$ cat src/rtl/cpsb_pkg.sv
// Package for the processor sideband and power signalling block
package cpsb_pkg;
  // AXI4-Lite register byte offsets
  localparam logic [7:0] CPSB_OFF_CTRL = 8'h00;
  localparam logic [7:0] CPSB_OFF_SIDEBAND = 8'h04;
  localparam logic [7:0] CPSB_OFF_STATE = 8'h08;
  localparam logic [7:0] CPSB_OFF_IRQ_STATUS = 8'h0C;
  localparam logic [7:0] CPSB_OFF_IRQ_CLEAR = 8'h10;
  localparam logic [7:0] CPSB_OFF_IRQ_ENABLE = 8'h14;
  localparam logic [7:0] CPSB_OFF_VREG_WAIT = 8'h18;
  // Control register field positions
  localparam int CPSB_CTRL_COPROC_ERR = 0;
  localparam int CPSB_CTRL_THERM_ALERT = 1;
  localparam int CPSB_CTRL_MB_CLK_PULL = 2;
  localparam int CPSB_CTRL_MB_DATA_PULL = 3;
  localparam logic [31:0] CPSB_CTRL_RESET = 32'h0000_0000;
  // Interrupt event bit positions
  localparam int CPSB_EV_SLEEP_ENTER = 0;
  localparam int CPSB_EV_SLEEP_EXIT = 1;
  localparam int CPSB_EV_MGMT_INT = 2;
  localparam int CPSB_EV_INIT = 3;
  localparam int CPSB_EV_NMI = 4;
  localparam int CPSB_EV_SUSPEND = 5;
  localparam int CPSB_EV_PGOOD = 6;
  localparam int CPSB_NUM_EV = 7;
  localparam logic [6:0] CPSB_IRQ_RESET = 7'h00;
  // Regulator settle time before power good
  localparam int CPSB_VREG_SETTLE_US = 10;
  localparam int CPSB_CLK_MHZ = 100;
  localparam logic [15:0] CPSB_VREG_WAIT_RESET = 16'(CPSB_VREG_SETTLE_US * CPSB_CLK_MHZ);
  localparam logic [1:0] CPSB_RESP_OKAY = 2'b00;
  localparam logic [1:0] CPSB_RESP_SLVERR = 2'b10;

  typedef enum logic [1:0] {
    CPSB_RUN = 2'b00,
    CPSB_LIGHT_SLEEP = 2'b01
  } cpsb_cpu_state_type;

  // Sideband lines as received from the bridge, low means asserted where named _n
  typedef struct packed {
    logic ignore_error_n;
    logic cpu_init_n;
    logic cpu_int_req;
    logic nmi;
    logic addr20_mask_n;
    logic sys_mgmt_int_n;
    logic stop_clock_req_n;
    logic suspend_state_n;
  } cpsb_sideband_type;
endpackage : cpsb_pkg

$ cat src/rtl/cpsb_edge.sv
// Edge detector for one sampled level, a sideband line or power good
`timescale 1ns/100ps
module cpsb_edge
  import cpsb_pkg::*;
(
  input wire logic aclk,
  input wire logic aresetn,
  input wire logic clk_en,
  input wire logic level,
  output logic rise,
  output logic fall
);
  logic prev_q;

  always_ff @(posedge aclk) begin
    if (!aresetn) begin
      prev_q <= 1'b1;
    end else if (clk_en) begin
      prev_q <= level;
    end
  end

  assign rise = clk_en & level & ~prev_q;
  assign fall = clk_en & ~level & prev_q;
endmodule : cpsb_edge

$ cat src/rtl/cpsb_top.sv
// Processor sideband and power-management signalling with AXI4-Lite control
`timescale 1ns/100ps
module cpsb_top
  import cpsb_pkg::*;
(
  input wire logic aclk,
  input wire logic aresetn,
  input wire logic clk_en,
  // AXI4-Lite slave
  input wire logic [7:0] s_axi_awaddr,
  input wire logic s_axi_awvalid,
  output logic s_axi_awready,
  input wire logic [31:0] s_axi_wdata,
  input wire logic [3:0] s_axi_wstrb,
  input wire logic s_axi_wvalid,
  output logic s_axi_wready,
  output logic [1:0] s_axi_bresp,
  output logic s_axi_bvalid,
  input wire logic s_axi_bready,
  input wire logic [7:0] s_axi_araddr,
  input wire logic s_axi_arvalid,
  output logic s_axi_arready,
  output logic [31:0] s_axi_rdata,
  output logic [1:0] s_axi_rresp,
  output logic s_axi_rvalid,
  input wire logic s_axi_rready,
  // Sideband inputs from the bridge, already resolved wire levels
  input wire cpsb_sideband_type sideband_in,
  input wire logic cpu_addr20_in,
  input wire logic vreg_enable,
  input wire logic cpu_reset_unused,
  input wire logic cache_sleep_unused,
  // Outputs and management bus pins toward the connector
  output logic coproc_error_n,
  output logic cpu_addr20_out,
  output logic vreg_power_good,
  output logic thermal_alert_n_o,
  output logic thermal_alert_n_oe_n,
  input wire logic mgmt_bus_clock_i,
  output logic mgmt_bus_clock_o,
  output logic mgmt_bus_clock_oe_n,
  input wire logic mgmt_bus_data_i,
  output logic mgmt_bus_data_o,
  output logic mgmt_bus_data_oe_n,
  output logic cpu_sleeping,
  output logic irq
);
  logic [31:0] ctrl_q;
  logic [15:0] vreg_wait_q;
  logic [15:0] vreg_cnt_q;
  logic pgood_q;
  cpsb_sideband_type sb_q;
  cpsb_cpu_state_type state_q;
  cpsb_cpu_state_type state_d;
  logic [CPSB_NUM_EV-1:0] irq_status_q;
  logic [CPSB_NUM_EV-1:0] irq_enable_q;
  logic [CPSB_NUM_EV-1:0] ev_set;
  logic [CPSB_NUM_EV-1:0] ev_clr;
  logic [1:0] nmi_edge;
  logic aw_have_q;
  logic w_have_q;
  logic [7:0] aw_addr_q;
  logic [31:0] w_data_q;
  logic [3:0] w_strb_q;
  logic do_write;
  logic wr_unmapped;
  logic mgmt_fall;
  logic init_fall;
  logic susp_fall;
  logic pg_rise;

  // Inputs are synchronous; one register stage gives a clean sample point
  always_ff @(posedge aclk) begin
    if (!aresetn) begin
      // Idle levels, so that no edge detector sees a false event after reset
      sb_q <= '{default: 1'b1, cpu_int_req: 1'b0, nmi: 1'b0};
    end else if (clk_en) begin
      sb_q <= sideband_in;
    end
  end

  // Light sleep machine
  always_comb begin
    state_d = state_q;
    case (state_q)
      CPSB_RUN: begin
        if (!sb_q.stop_clock_req_n) begin
          state_d = CPSB_LIGHT_SLEEP;
        end
      end
      CPSB_LIGHT_SLEEP: begin
        if (sb_q.stop_clock_req_n) begin
          state_d = CPSB_RUN;
        end
      end
      default: state_d = CPSB_RUN;
    endcase
  end

  always_ff @(posedge aclk) begin
    if (!aresetn) begin
      state_q <= CPSB_RUN;
      cpu_sleeping <= 1'b0;
    end else if (clk_en) begin
      state_q <= state_d;
      cpu_sleeping <= (state_d == CPSB_LIGHT_SLEEP);
    end
  end

  // Address bit 20 forced low while the mask line is low
  always_ff @(posedge aclk) begin
    if (!aresetn) begin
      cpu_addr20_out <= 1'b0;
    end else if (clk_en) begin
      cpu_addr20_out <= cpu_addr20_in & sideband_in.addr20_mask_n;
    end
  end

  // Power good waits a programmable settle time after enable; drops at once
  always_ff @(posedge aclk) begin
    if (!aresetn) begin
      vreg_cnt_q <= '0;
      pgood_q <= 1'b0;
    end else if (clk_en) begin
      if (!vreg_enable) begin
        vreg_cnt_q <= '0;
        pgood_q <= 1'b0;
      end else if (vreg_cnt_q >= vreg_wait_q) begin
        pgood_q <= 1'b1;
      end else begin
        vreg_cnt_q <= vreg_cnt_q + 16'h0001;
      end
    end
  end

  // Pin drivers; open-drain pins enable only to pull low
  always_ff @(posedge aclk) begin
    if (!aresetn) begin
      coproc_error_n <= 1'b1;
      vreg_power_good <= 1'b0;
      thermal_alert_n_o <= 1'b0;
      thermal_alert_n_oe_n <= 1'b1;
      mgmt_bus_clock_o <= 1'b0;
      mgmt_bus_clock_oe_n <= 1'b1;
      mgmt_bus_data_o <= 1'b0;
      mgmt_bus_data_oe_n <= 1'b1;
    end else if (clk_en) begin
      coproc_error_n <= ~ctrl_q[CPSB_CTRL_COPROC_ERR];
      vreg_power_good <= pgood_q;
      thermal_alert_n_oe_n <= ~ctrl_q[CPSB_CTRL_THERM_ALERT];
      mgmt_bus_clock_oe_n <= ~ctrl_q[CPSB_CTRL_MB_CLK_PULL];
      mgmt_bus_data_oe_n <= ~ctrl_q[CPSB_CTRL_MB_DATA_PULL];
    end
  end

  // Event detection
  cpsb_edge u_mgmt (
    .aclk(aclk), .aresetn(aresetn), .clk_en(clk_en),
    .level(sb_q.sys_mgmt_int_n), .rise(), .fall(mgmt_fall)
  );
  cpsb_edge u_init (
    .aclk(aclk), .aresetn(aresetn), .clk_en(clk_en),
    .level(sb_q.cpu_init_n), .rise(), .fall(init_fall)
  );
  cpsb_edge u_susp (
    .aclk(aclk), .aresetn(aresetn), .clk_en(clk_en),
    .level(sb_q.suspend_state_n), .rise(), .fall(susp_fall)
  );
  cpsb_edge u_nmi (
    .aclk(aclk), .aresetn(aresetn), .clk_en(clk_en),
    .level(~sb_q.nmi), .rise(), .fall(nmi_edge[0])
  );
  cpsb_edge u_pg (
    .aclk(aclk), .aresetn(aresetn), .clk_en(clk_en),
    .level(~pgood_q), .rise(), .fall(pg_rise)
  );
  assign nmi_edge[1] = 1'b0;

  always_comb begin
    ev_set = '0;
    ev_set[CPSB_EV_SLEEP_ENTER] = (state_q == CPSB_RUN) && (state_d == CPSB_LIGHT_SLEEP);
    ev_set[CPSB_EV_SLEEP_EXIT] = (state_q == CPSB_LIGHT_SLEEP) && (state_d == CPSB_RUN);
    ev_set[CPSB_EV_MGMT_INT] = mgmt_fall;
    ev_set[CPSB_EV_INIT] = init_fall;
    ev_set[CPSB_EV_NMI] = nmi_edge[0];
    ev_set[CPSB_EV_SUSPEND] = susp_fall;
    ev_set[CPSB_EV_PGOOD] = pg_rise;
  end

  // AXI4-Lite write path: address and data in either order
  assign do_write = aw_have_q && w_have_q && !s_axi_bvalid;
  assign wr_unmapped = (aw_addr_q > CPSB_OFF_VREG_WAIT) || (aw_addr_q[1:0] != 2'b00);
  assign ev_clr = (do_write && aw_addr_q == CPSB_OFF_IRQ_CLEAR && w_strb_q[0]) ?
                  w_data_q[CPSB_NUM_EV-1:0] : '0;

  always_ff @(posedge aclk) begin
    if (!aresetn) begin
      aw_have_q <= 1'b0;
      w_have_q <= 1'b0;
      aw_addr_q <= '0;
      w_data_q <= '0;
      w_strb_q <= '0;
      s_axi_awready <= 1'b0;
      s_axi_wready <= 1'b0;
      s_axi_bvalid <= 1'b0;
      s_axi_bresp <= CPSB_RESP_OKAY;
    end else if (clk_en) begin
      s_axi_awready <= !aw_have_q && !s_axi_awready && s_axi_awvalid;
      s_axi_wready <= !w_have_q && !s_axi_wready && s_axi_wvalid;
      if (s_axi_awvalid && s_axi_awready) begin
        aw_have_q <= 1'b1;
        aw_addr_q <= s_axi_awaddr;
      end
      if (s_axi_wvalid && s_axi_wready) begin
        w_have_q <= 1'b1;
        w_data_q <= s_axi_wdata;
        w_strb_q <= s_axi_wstrb;
      end
      if (do_write) begin
        s_axi_bvalid <= 1'b1;
        s_axi_bresp <= wr_unmapped ? CPSB_RESP_SLVERR : CPSB_RESP_OKAY;
        aw_have_q <= 1'b0;
        w_have_q <= 1'b0;
      end else if (s_axi_bvalid && s_axi_bready) begin
        s_axi_bvalid <= 1'b0;
      end
    end
  end

  // Writable registers
  always_ff @(posedge aclk) begin
    if (!aresetn) begin
      ctrl_q <= CPSB_CTRL_RESET;
      irq_enable_q <= CPSB_IRQ_RESET;
      vreg_wait_q <= CPSB_VREG_WAIT_RESET;
    end else if (clk_en && do_write) begin
      if (aw_addr_q == CPSB_OFF_CTRL && w_strb_q[0]) begin
        ctrl_q[7:0] <= {4'h0, w_data_q[3:0]};
      end
      if (aw_addr_q == CPSB_OFF_IRQ_ENABLE && w_strb_q[0]) begin
        irq_enable_q <= w_data_q[CPSB_NUM_EV-1:0];
      end
      if (aw_addr_q == CPSB_OFF_VREG_WAIT) begin
        if (w_strb_q[0]) vreg_wait_q[7:0] <= w_data_q[7:0];
        if (w_strb_q[1]) vreg_wait_q[15:8] <= w_data_q[15:8];
      end
    end
  end

  // Sticky status: a new event wins over a clear in the same cycle
  always_ff @(posedge aclk) begin
    if (!aresetn) begin
      irq_status_q <= CPSB_IRQ_RESET;
      irq <= 1'b0;
    end else if (clk_en) begin
      irq_status_q <= (irq_status_q & ~ev_clr) | ev_set;
      irq <= |(((irq_status_q & ~ev_clr) | ev_set) & irq_enable_q);
    end
  end

  // AXI4-Lite read path
  always_ff @(posedge aclk) begin
    if (!aresetn) begin
      s_axi_arready <= 1'b0;
      s_axi_rvalid <= 1'b0;
      s_axi_rdata <= '0;
      s_axi_rresp <= CPSB_RESP_OKAY;
    end else if (clk_en) begin
      s_axi_arready <= !s_axi_rvalid && !s_axi_arready && s_axi_arvalid;
      if (s_axi_arvalid && s_axi_arready) begin
        s_axi_rvalid <= 1'b1;
        s_axi_rresp <= CPSB_RESP_OKAY;
        case (s_axi_araddr)
          CPSB_OFF_CTRL: s_axi_rdata <= ctrl_q;
          CPSB_OFF_SIDEBAND: s_axi_rdata <= {22'h0, mgmt_bus_data_i, mgmt_bus_clock_i, sb_q};
          CPSB_OFF_STATE: s_axi_rdata <= {30'h0, vreg_power_good, cpu_sleeping};
          CPSB_OFF_IRQ_STATUS: s_axi_rdata <= {25'h0, irq_status_q};
          CPSB_OFF_IRQ_CLEAR: s_axi_rdata <= 32'h0000_0000;
          CPSB_OFF_IRQ_ENABLE: s_axi_rdata <= {25'h0, irq_enable_q};
          CPSB_OFF_VREG_WAIT: s_axi_rdata <= {16'h0, vreg_wait_q};
          default: begin
            s_axi_rdata <= 32'h0000_0000;
            s_axi_rresp <= CPSB_RESP_SLVERR;
          end
        endcase
      end else if (s_axi_rvalid && s_axi_rready) begin
        s_axi_rvalid <= 1'b0;
      end
    end
  end

  // The unused reset and cache-sleep pins are accepted and ignored
  logic unused_pins;
  assign unused_pins = cpu_reset_unused ^ cache_sleep_unused ^ nmi_edge[1];

  // Checks
  AST_SLEEP_ENTER: assert property (@(posedge aclk) disable iff (!aresetn)
    clk_en && !sb_q.stop_clock_req_n |=> state_q == CPSB_LIGHT_SLEEP)
    else $error("Stop-clock request did not enter sleep");
  AST_SLEEP_HOLD: assert property (@(posedge aclk) disable iff (!aresetn)
    state_q == CPSB_LIGHT_SLEEP && !sb_q.stop_clock_req_n |=> state_q == CPSB_LIGHT_SLEEP)
    else $error("Left sleep while request asserted");
  AST_ADDR_MASK: assert property (@(posedge aclk) disable iff (!aresetn)
    clk_en && !sideband_in.addr20_mask_n |=> !cpu_addr20_out)
    else $error("Address bit 20 not masked");
  AST_COPROC: assert property (@(posedge aclk) disable iff (!aresetn)
    clk_en && $past(clk_en) |-> coproc_error_n == !$past(ctrl_q[CPSB_CTRL_COPROC_ERR]))
    else $error("Coprocessor error output mismatch");
  AST_PGOOD_LOW: assert property (@(posedge aclk) disable iff (!aresetn)
    clk_en && !vreg_enable ##1 clk_en |=> !vreg_power_good)
    else $error("Power good high without regulator enable");
  AST_THERM_OD: assert property (@(posedge aclk) disable iff (!aresetn)
    !thermal_alert_n_o)
    else $error("Thermal alert drives high");
  AST_MB_OD: assert property (@(posedge aclk) disable iff (!aresetn)
    !mgmt_bus_clock_o && !mgmt_bus_data_o)
    else $error("Management bus drives high");
  AST_MGMT_EV: assert property (@(posedge aclk) disable iff (!aresetn)
    mgmt_fall |=> irq_status_q[CPSB_EV_MGMT_INT])
    else $error("Management interrupt event lost");
  AST_INIT_EV: assert property (@(posedge aclk) disable iff (!aresetn)
    init_fall |=> irq_status_q[CPSB_EV_INIT])
    else $error("Init event lost");
  AST_NMI_EV: assert property (@(posedge aclk) disable iff (!aresetn)
    nmi_edge[0] |=> irq_status_q[CPSB_EV_NMI])
    else $error("Non-maskable interrupt event lost");
  AST_FREEZE: assert property (@(posedge aclk) disable iff (!aresetn)
    !clk_en |=> $stable(state_q) && $stable(irq_status_q))
    else $error("State moved while clock enable low");
endmodule : cpsb_top

$ cat config.mk
export PLATFORM = sky130hd
export DESIGN_NAME = cpsb_top
export DESIGN_NICKNAME = d
export VERILOG_FILES = /design/src/rtl/cpsb_pkg.sv /design/src/rtl/cpsb_edge.sv /design/src/rtl/cpsb_top.sv
export SDC_FILE = /design/constraint.sdc
export NUM_CORES = 1
export LEC_CHECK = 0
export ABC_AREA = 1
export BUFFER_PORTS_ARGS = -buffer_cell sky130_fd_sc_hd__buf_2
export CAP_MARGIN = 20
export CORE_MARGIN = 3
export CORE_UTILIZATION = 30
export CTS_CLUSTER_DIAMETER = 150
export DETAILED_ROUTE_END_ITERATION = 10
export GPL_ROUTABILITY_DRIVEN = 0
export GPL_TIMING_DRIVEN = 0
export PLACE_DENSITY = 0.57
export SYNTH_ARGS = -nofsm -noshare
export SYNTH_HDL_FRONTEND = slang
export SYNTH_HIERARCHICAL = 1
export SYNTH_SLANG_ARGS = --single-unit
$ cat constraint.sdc
create_clock -name aclk -period 3.5 [get_ports aclk]
set_clock_uncertainty 0.05 [all_clocks]
set_input_delay 0.175 -clock aclk [delete_from_list [all_inputs] [get_ports aclk]]
set_output_delay 0.175 -clock aclk [all_outputs]
set_load 0.05 [all_outputs]
# Yosys cells after proc, flatten, opt, wreduce, memory -nomap -nowiden
# Index checks and enable logic that the tools add are counted.
# Widths: inputs -> output; s select.
# op_classes
order_cmp	2
mux	19
eq_ne	13
n_reduce_logical	53
bitwise	24
add_sub_neg	1
# ops
op	n
$pmux 16 s6	1
$eq 8x5->1 const B	6
$mux 16	2
$reduce_and 2->1	12
$logic_and 1x1->1	20
$add 16x1->16 const B	1
$eq 8x4->1 const B	2
$ge 16x16->1	1
$logic_not 8->1	2
$and 7x7->7	2
$reduce_or 7->1	2
$and 1x1->1	11
$mux 1	10
$reduce_bool 2->1	5
$not 1->1	9
$eq 8x3->1 const B	1
$gt 8x5->1 const B	1
$mux 2	4
$logic_not 1->1	7
$mux 7	1
$not 7->7	1
$or 7x7->7	1
$reduce_and 3->1	2
$eq 2x1->1 const B	2
other kinds (5)	6
# word_totals
regBits	143
in_bits	74
wordCells	154
output_inout_bits	52

# Depth between registers and ports, before layout
# logic_depth
depth_word	10
depth_mapped	16
ltp_nobuf	15

# Cells and area by module
# Netlist, hierarchy kept.
# modules_own_cells
module	cells_per_inst	seq_area_each_um2	area_each_um2	n_inst
cpsb_top	822	2402.3	5911.9	1
cpsb_edge	8	20.0	47.5	5

# Least setup slack after synthesis
# No wires, ideal clock.
# synth_path
kind	register -> register
from	reg vreg_wait_q[15]
to	reg vreg_cnt_q[13]
setup_ns	0.116
period_less_slack_ns	1.704
path_buffers	1
setup_slack_ns	1.796
t_required_ns	3.334
path_stages_with_launch	10
arrival_time_ns	1.538
cell_sequence	dfxtp_1 inv_1 ha_1 a21oi_1 nand2_1 a21oi_1 nand4_2 buf_6 o21ai_0 nor2_1
# synth_via
elab_chain_len	3
# synth_lines
element	line_no	text
start: declaration	cpsb_top.sv:49	logic [15:0] vreg_wait_q;
start signal: assignment	cpsb_top.sv:245	if (w_strb_q[1]) vreg_wait_q[15:8] <= w_data_q[15:8];
$ge 16x16->1	cpsb_top.sv:128	end else if (vreg_cnt_q >= vreg_wait_q) begin
$ne 2x2->1 (no source line)	--	
$reduce_and 2->1 (no source line)	--	
end signal: assignment	cpsb_top.sv:131	vreg_cnt_q <= vreg_cnt_q + 16'h0001;
end: declaration	cpsb_top.sv:50	logic [15:0] vreg_cnt_q;
# No other way between the ends.
# A chain may end at the register's enable or synchronous reset.

# Worst setup path in the final report
# layout_path
from	reg vreg_wait_q[11]
to	reg vreg_cnt_q[12]
# Same word-level chain as after synthesis.

==> run_results.csv <==
group,metric,value,unit
clocking,cts_max_level,4,
timing,final_hold_viol_count,0,
synth,syn_inst,857,
finish,area_growth,26.8,%
clocking,cts-root-buf,"clkbuf_16",
clocking,cts_made_buffers,17,
timing,timing.final.crit_share,0.573,
critical_path,worstPathCellList,"inv_1, ha_1, nand2_1, inv_1, nand3_1, nor3_1, nand2_1, nand4_2, buf_6, nand3_1, nand2_1, nor2_1",
outcome,outcome,"finished clean",
timing,slew_viol_final,0,
critical_path,critPathArrivalTime,2.28,ns
min_path,min_path_type,"input port to register",
critical_path,critPathCaptureType,"register",
floorplan,die_y,149,um
power,ir_drop,0.320,mV
clocking,clockBufferDepth,2,
timing,worstMarginPinSlew,0.701,ns
critical_path,path_buf_inv,3,
finish,utilization,0.393,
place,port_buffers,84,
routing,dr.first_iter.drc_count,423,
synth,syn_avg_cell_area,7.15,um^2
grt,antenna_found_initial,0,
floorplan,core_region_area,0.0198,mm^2
clocking,cts-resized-gates,0,
floorplan,num_rows,51,
synth,syn-cell-area,0.00613,mm^2
routing,wl,18600,um
place,dp_hpwl,14200,um
critical_path,slowest_delay,0.37,ns
grt,grt_pass1_wl,29200,um
timing,fmax,498,MHz
floorplan,pin_count,126,
critical_path,worst_path_max_delay_cell,"dfxtp_1",
timing,max_slew_margin,0.532,
finish,drive_gt1_frac,0.170,
clocking,clock_latency,0.42,ns
grt,grt_pass1_vias,5375,
timing,rsz0062_at_grt,"false",
routing,ant_nets,0,
critical_path,cp.required,3.77,ns
finish,antenna_cells,0,
timing,period_needed,2.01,ns
grt,grt_start_max_net_pins,18,
synth,yosysWarnings,6,
power,p_leak,3.48,nW
power,powerDensity,484,mW/mm^2
routing,wl_per_cell,14.5,um
floorplan,fp.dieArea,0.0222,mm^2
routing,num_vias,6001,
clocking,path_clk_slew,0.06,ns
flow_run,max_cap_violations,0,
clocking,cts_tree,"yes",
critical_path,crit_top_cell,"nand2_1",
critical_path,crit_path_start_kind,"register",
timing,tns,0,ns
floorplan,die_w,149,um
routing,vias_per_cell,4.68,
floorplan,start_util,0.310,
routing,drc_errors,0,
grt,groute.usage.overall,0.170,
routing,drt_first_pass_iters,6,
clocking,cts_setup_buffers,0,
critical_path,critPathKind,"register to register",
grt,grt.overflow.total,0,
critical_path,cpLargestDelayFamily,"simple AND/OR/NAND/NOR gates",
finish,fin_nets,1094,
clocking,cts_sinks,125,
timing,setup_viol,0,
critical_path,crit_fanout,10,
[final timing paths]
path	startpoint	endpoint	slack, ns	cells past startpoint
worst max-delay path	vreg_wait_q[11]$_SDFFE_PN0P_	vreg_cnt_q[12]$_SDFFE_PN0P_	1.49	12
worst min-delay path	s_axi_awaddr[0]	aw_addr_q[0]$_SDFFE_PN0P_	0.004	3
worst max register to register	vreg_wait_q[11]$_SDFFE_PN0P_	vreg_cnt_q[12]$_SDFFE_PN0P_	1.49	12
worst min register to register	ctrl_q[0]$_SDFFE_PN0P_	coproc_error_n$_SDFFE_PN1P_	0.38	1
[report_power, final]
part	switching [mW]	leakage [nW]	total, mW	internal (mW)
combinational	0.333	2.19	0.507	0.174
clock	0.648	0.281	1.72	1.07
sequential	0.0542	1.02	1.54	1.48
[cell type report]
class / instances / area [um^2]
flip-flops and latches: 125 / 2500
well taps: 265 / 332
clock buffers: 23 / 498
clock inverters: 9 / 85.1
fillers: 2096 / 12000
repair buffers: 107 / 651
multi-input cells: 573 / 2910
inverters: 127 / 477
plain buffers: 52 / 317
[metrics by stage]
step | std cells | cell area [um^2] | worst slack [ns] | hold slack (ns) | power, mW
detailed placement | 1226 | 6960 | 1.51 | 0.356 | 2.05
global route | 1281 | 7770 | 1.28 | 0.00756 | 3.92
global placement | 1226 | 6960 | 1.56 | 0.353 | 2.05
floorplan | 877 | 6210 | 1.80 | 0.209 | 1.91
finish | 1281 | 7770 | 1.49 | 0.00358 | 3.76
CTS | 1281 | 7770 | 1.51 | 0.000938 | 3.79
[layout by cell type, fill, tap and decap left out, drive strengths merged]
cell type	instances
nor3b	1
o211ai	9
nand3	48
o2111ai	1
nor4	2
a21o	1
nand2	155
dfxtp	125
a21oi	107
a311o	1
inv	125
buf	120
bufinv	1
nand3b	4
clkbuf	39
nand4	8
nor3	11
clkinv	7
nor2	73
clkinvlp	3
conb	21
ha	17
xor2	3
xnor2	1
o22ai	10
dlygate4sd3	23
a31oi	2
a211oi	3
o21ai	95
[tightest hold or removal path, cell delays in order]
cell     delay (ns)
buf_2          0.08
o21ai_0        0.07
a21oi_1        0.10
[state kept, by name, summed over array words and instances (netlist names), 2 cells and up]
signal and flops:
ctrl_q 4, vreg_cnt_q 16, irq_status_q 7, sb_q 8
aw_addr_q 8, w_strb_q 2, irq_enable_q 7, vreg_wait_q 16
s_axi_rdata 16, w_data_q 16, state_q 2
[per-layer routing]
metal	up-vias	part of all wire	track usage	wire length (um)
li1	3060	-	-	-
met1	2734	0.47	0.243	8830
met2	187	0.43	0.255	8030
met3	20	0.076	0.0404	1410
met4	0	0.018	0.0535	340
met5	-	0	0	0
[repair_timing]
action | 4_1_cts | 5_1_grt
endpoints found under the setup margin | 0 | 0
endpoints found under the hold margin | 27 | 0
hold buffers | 23 | 0
Note: power is estimated with default switching activity, not from simulation.
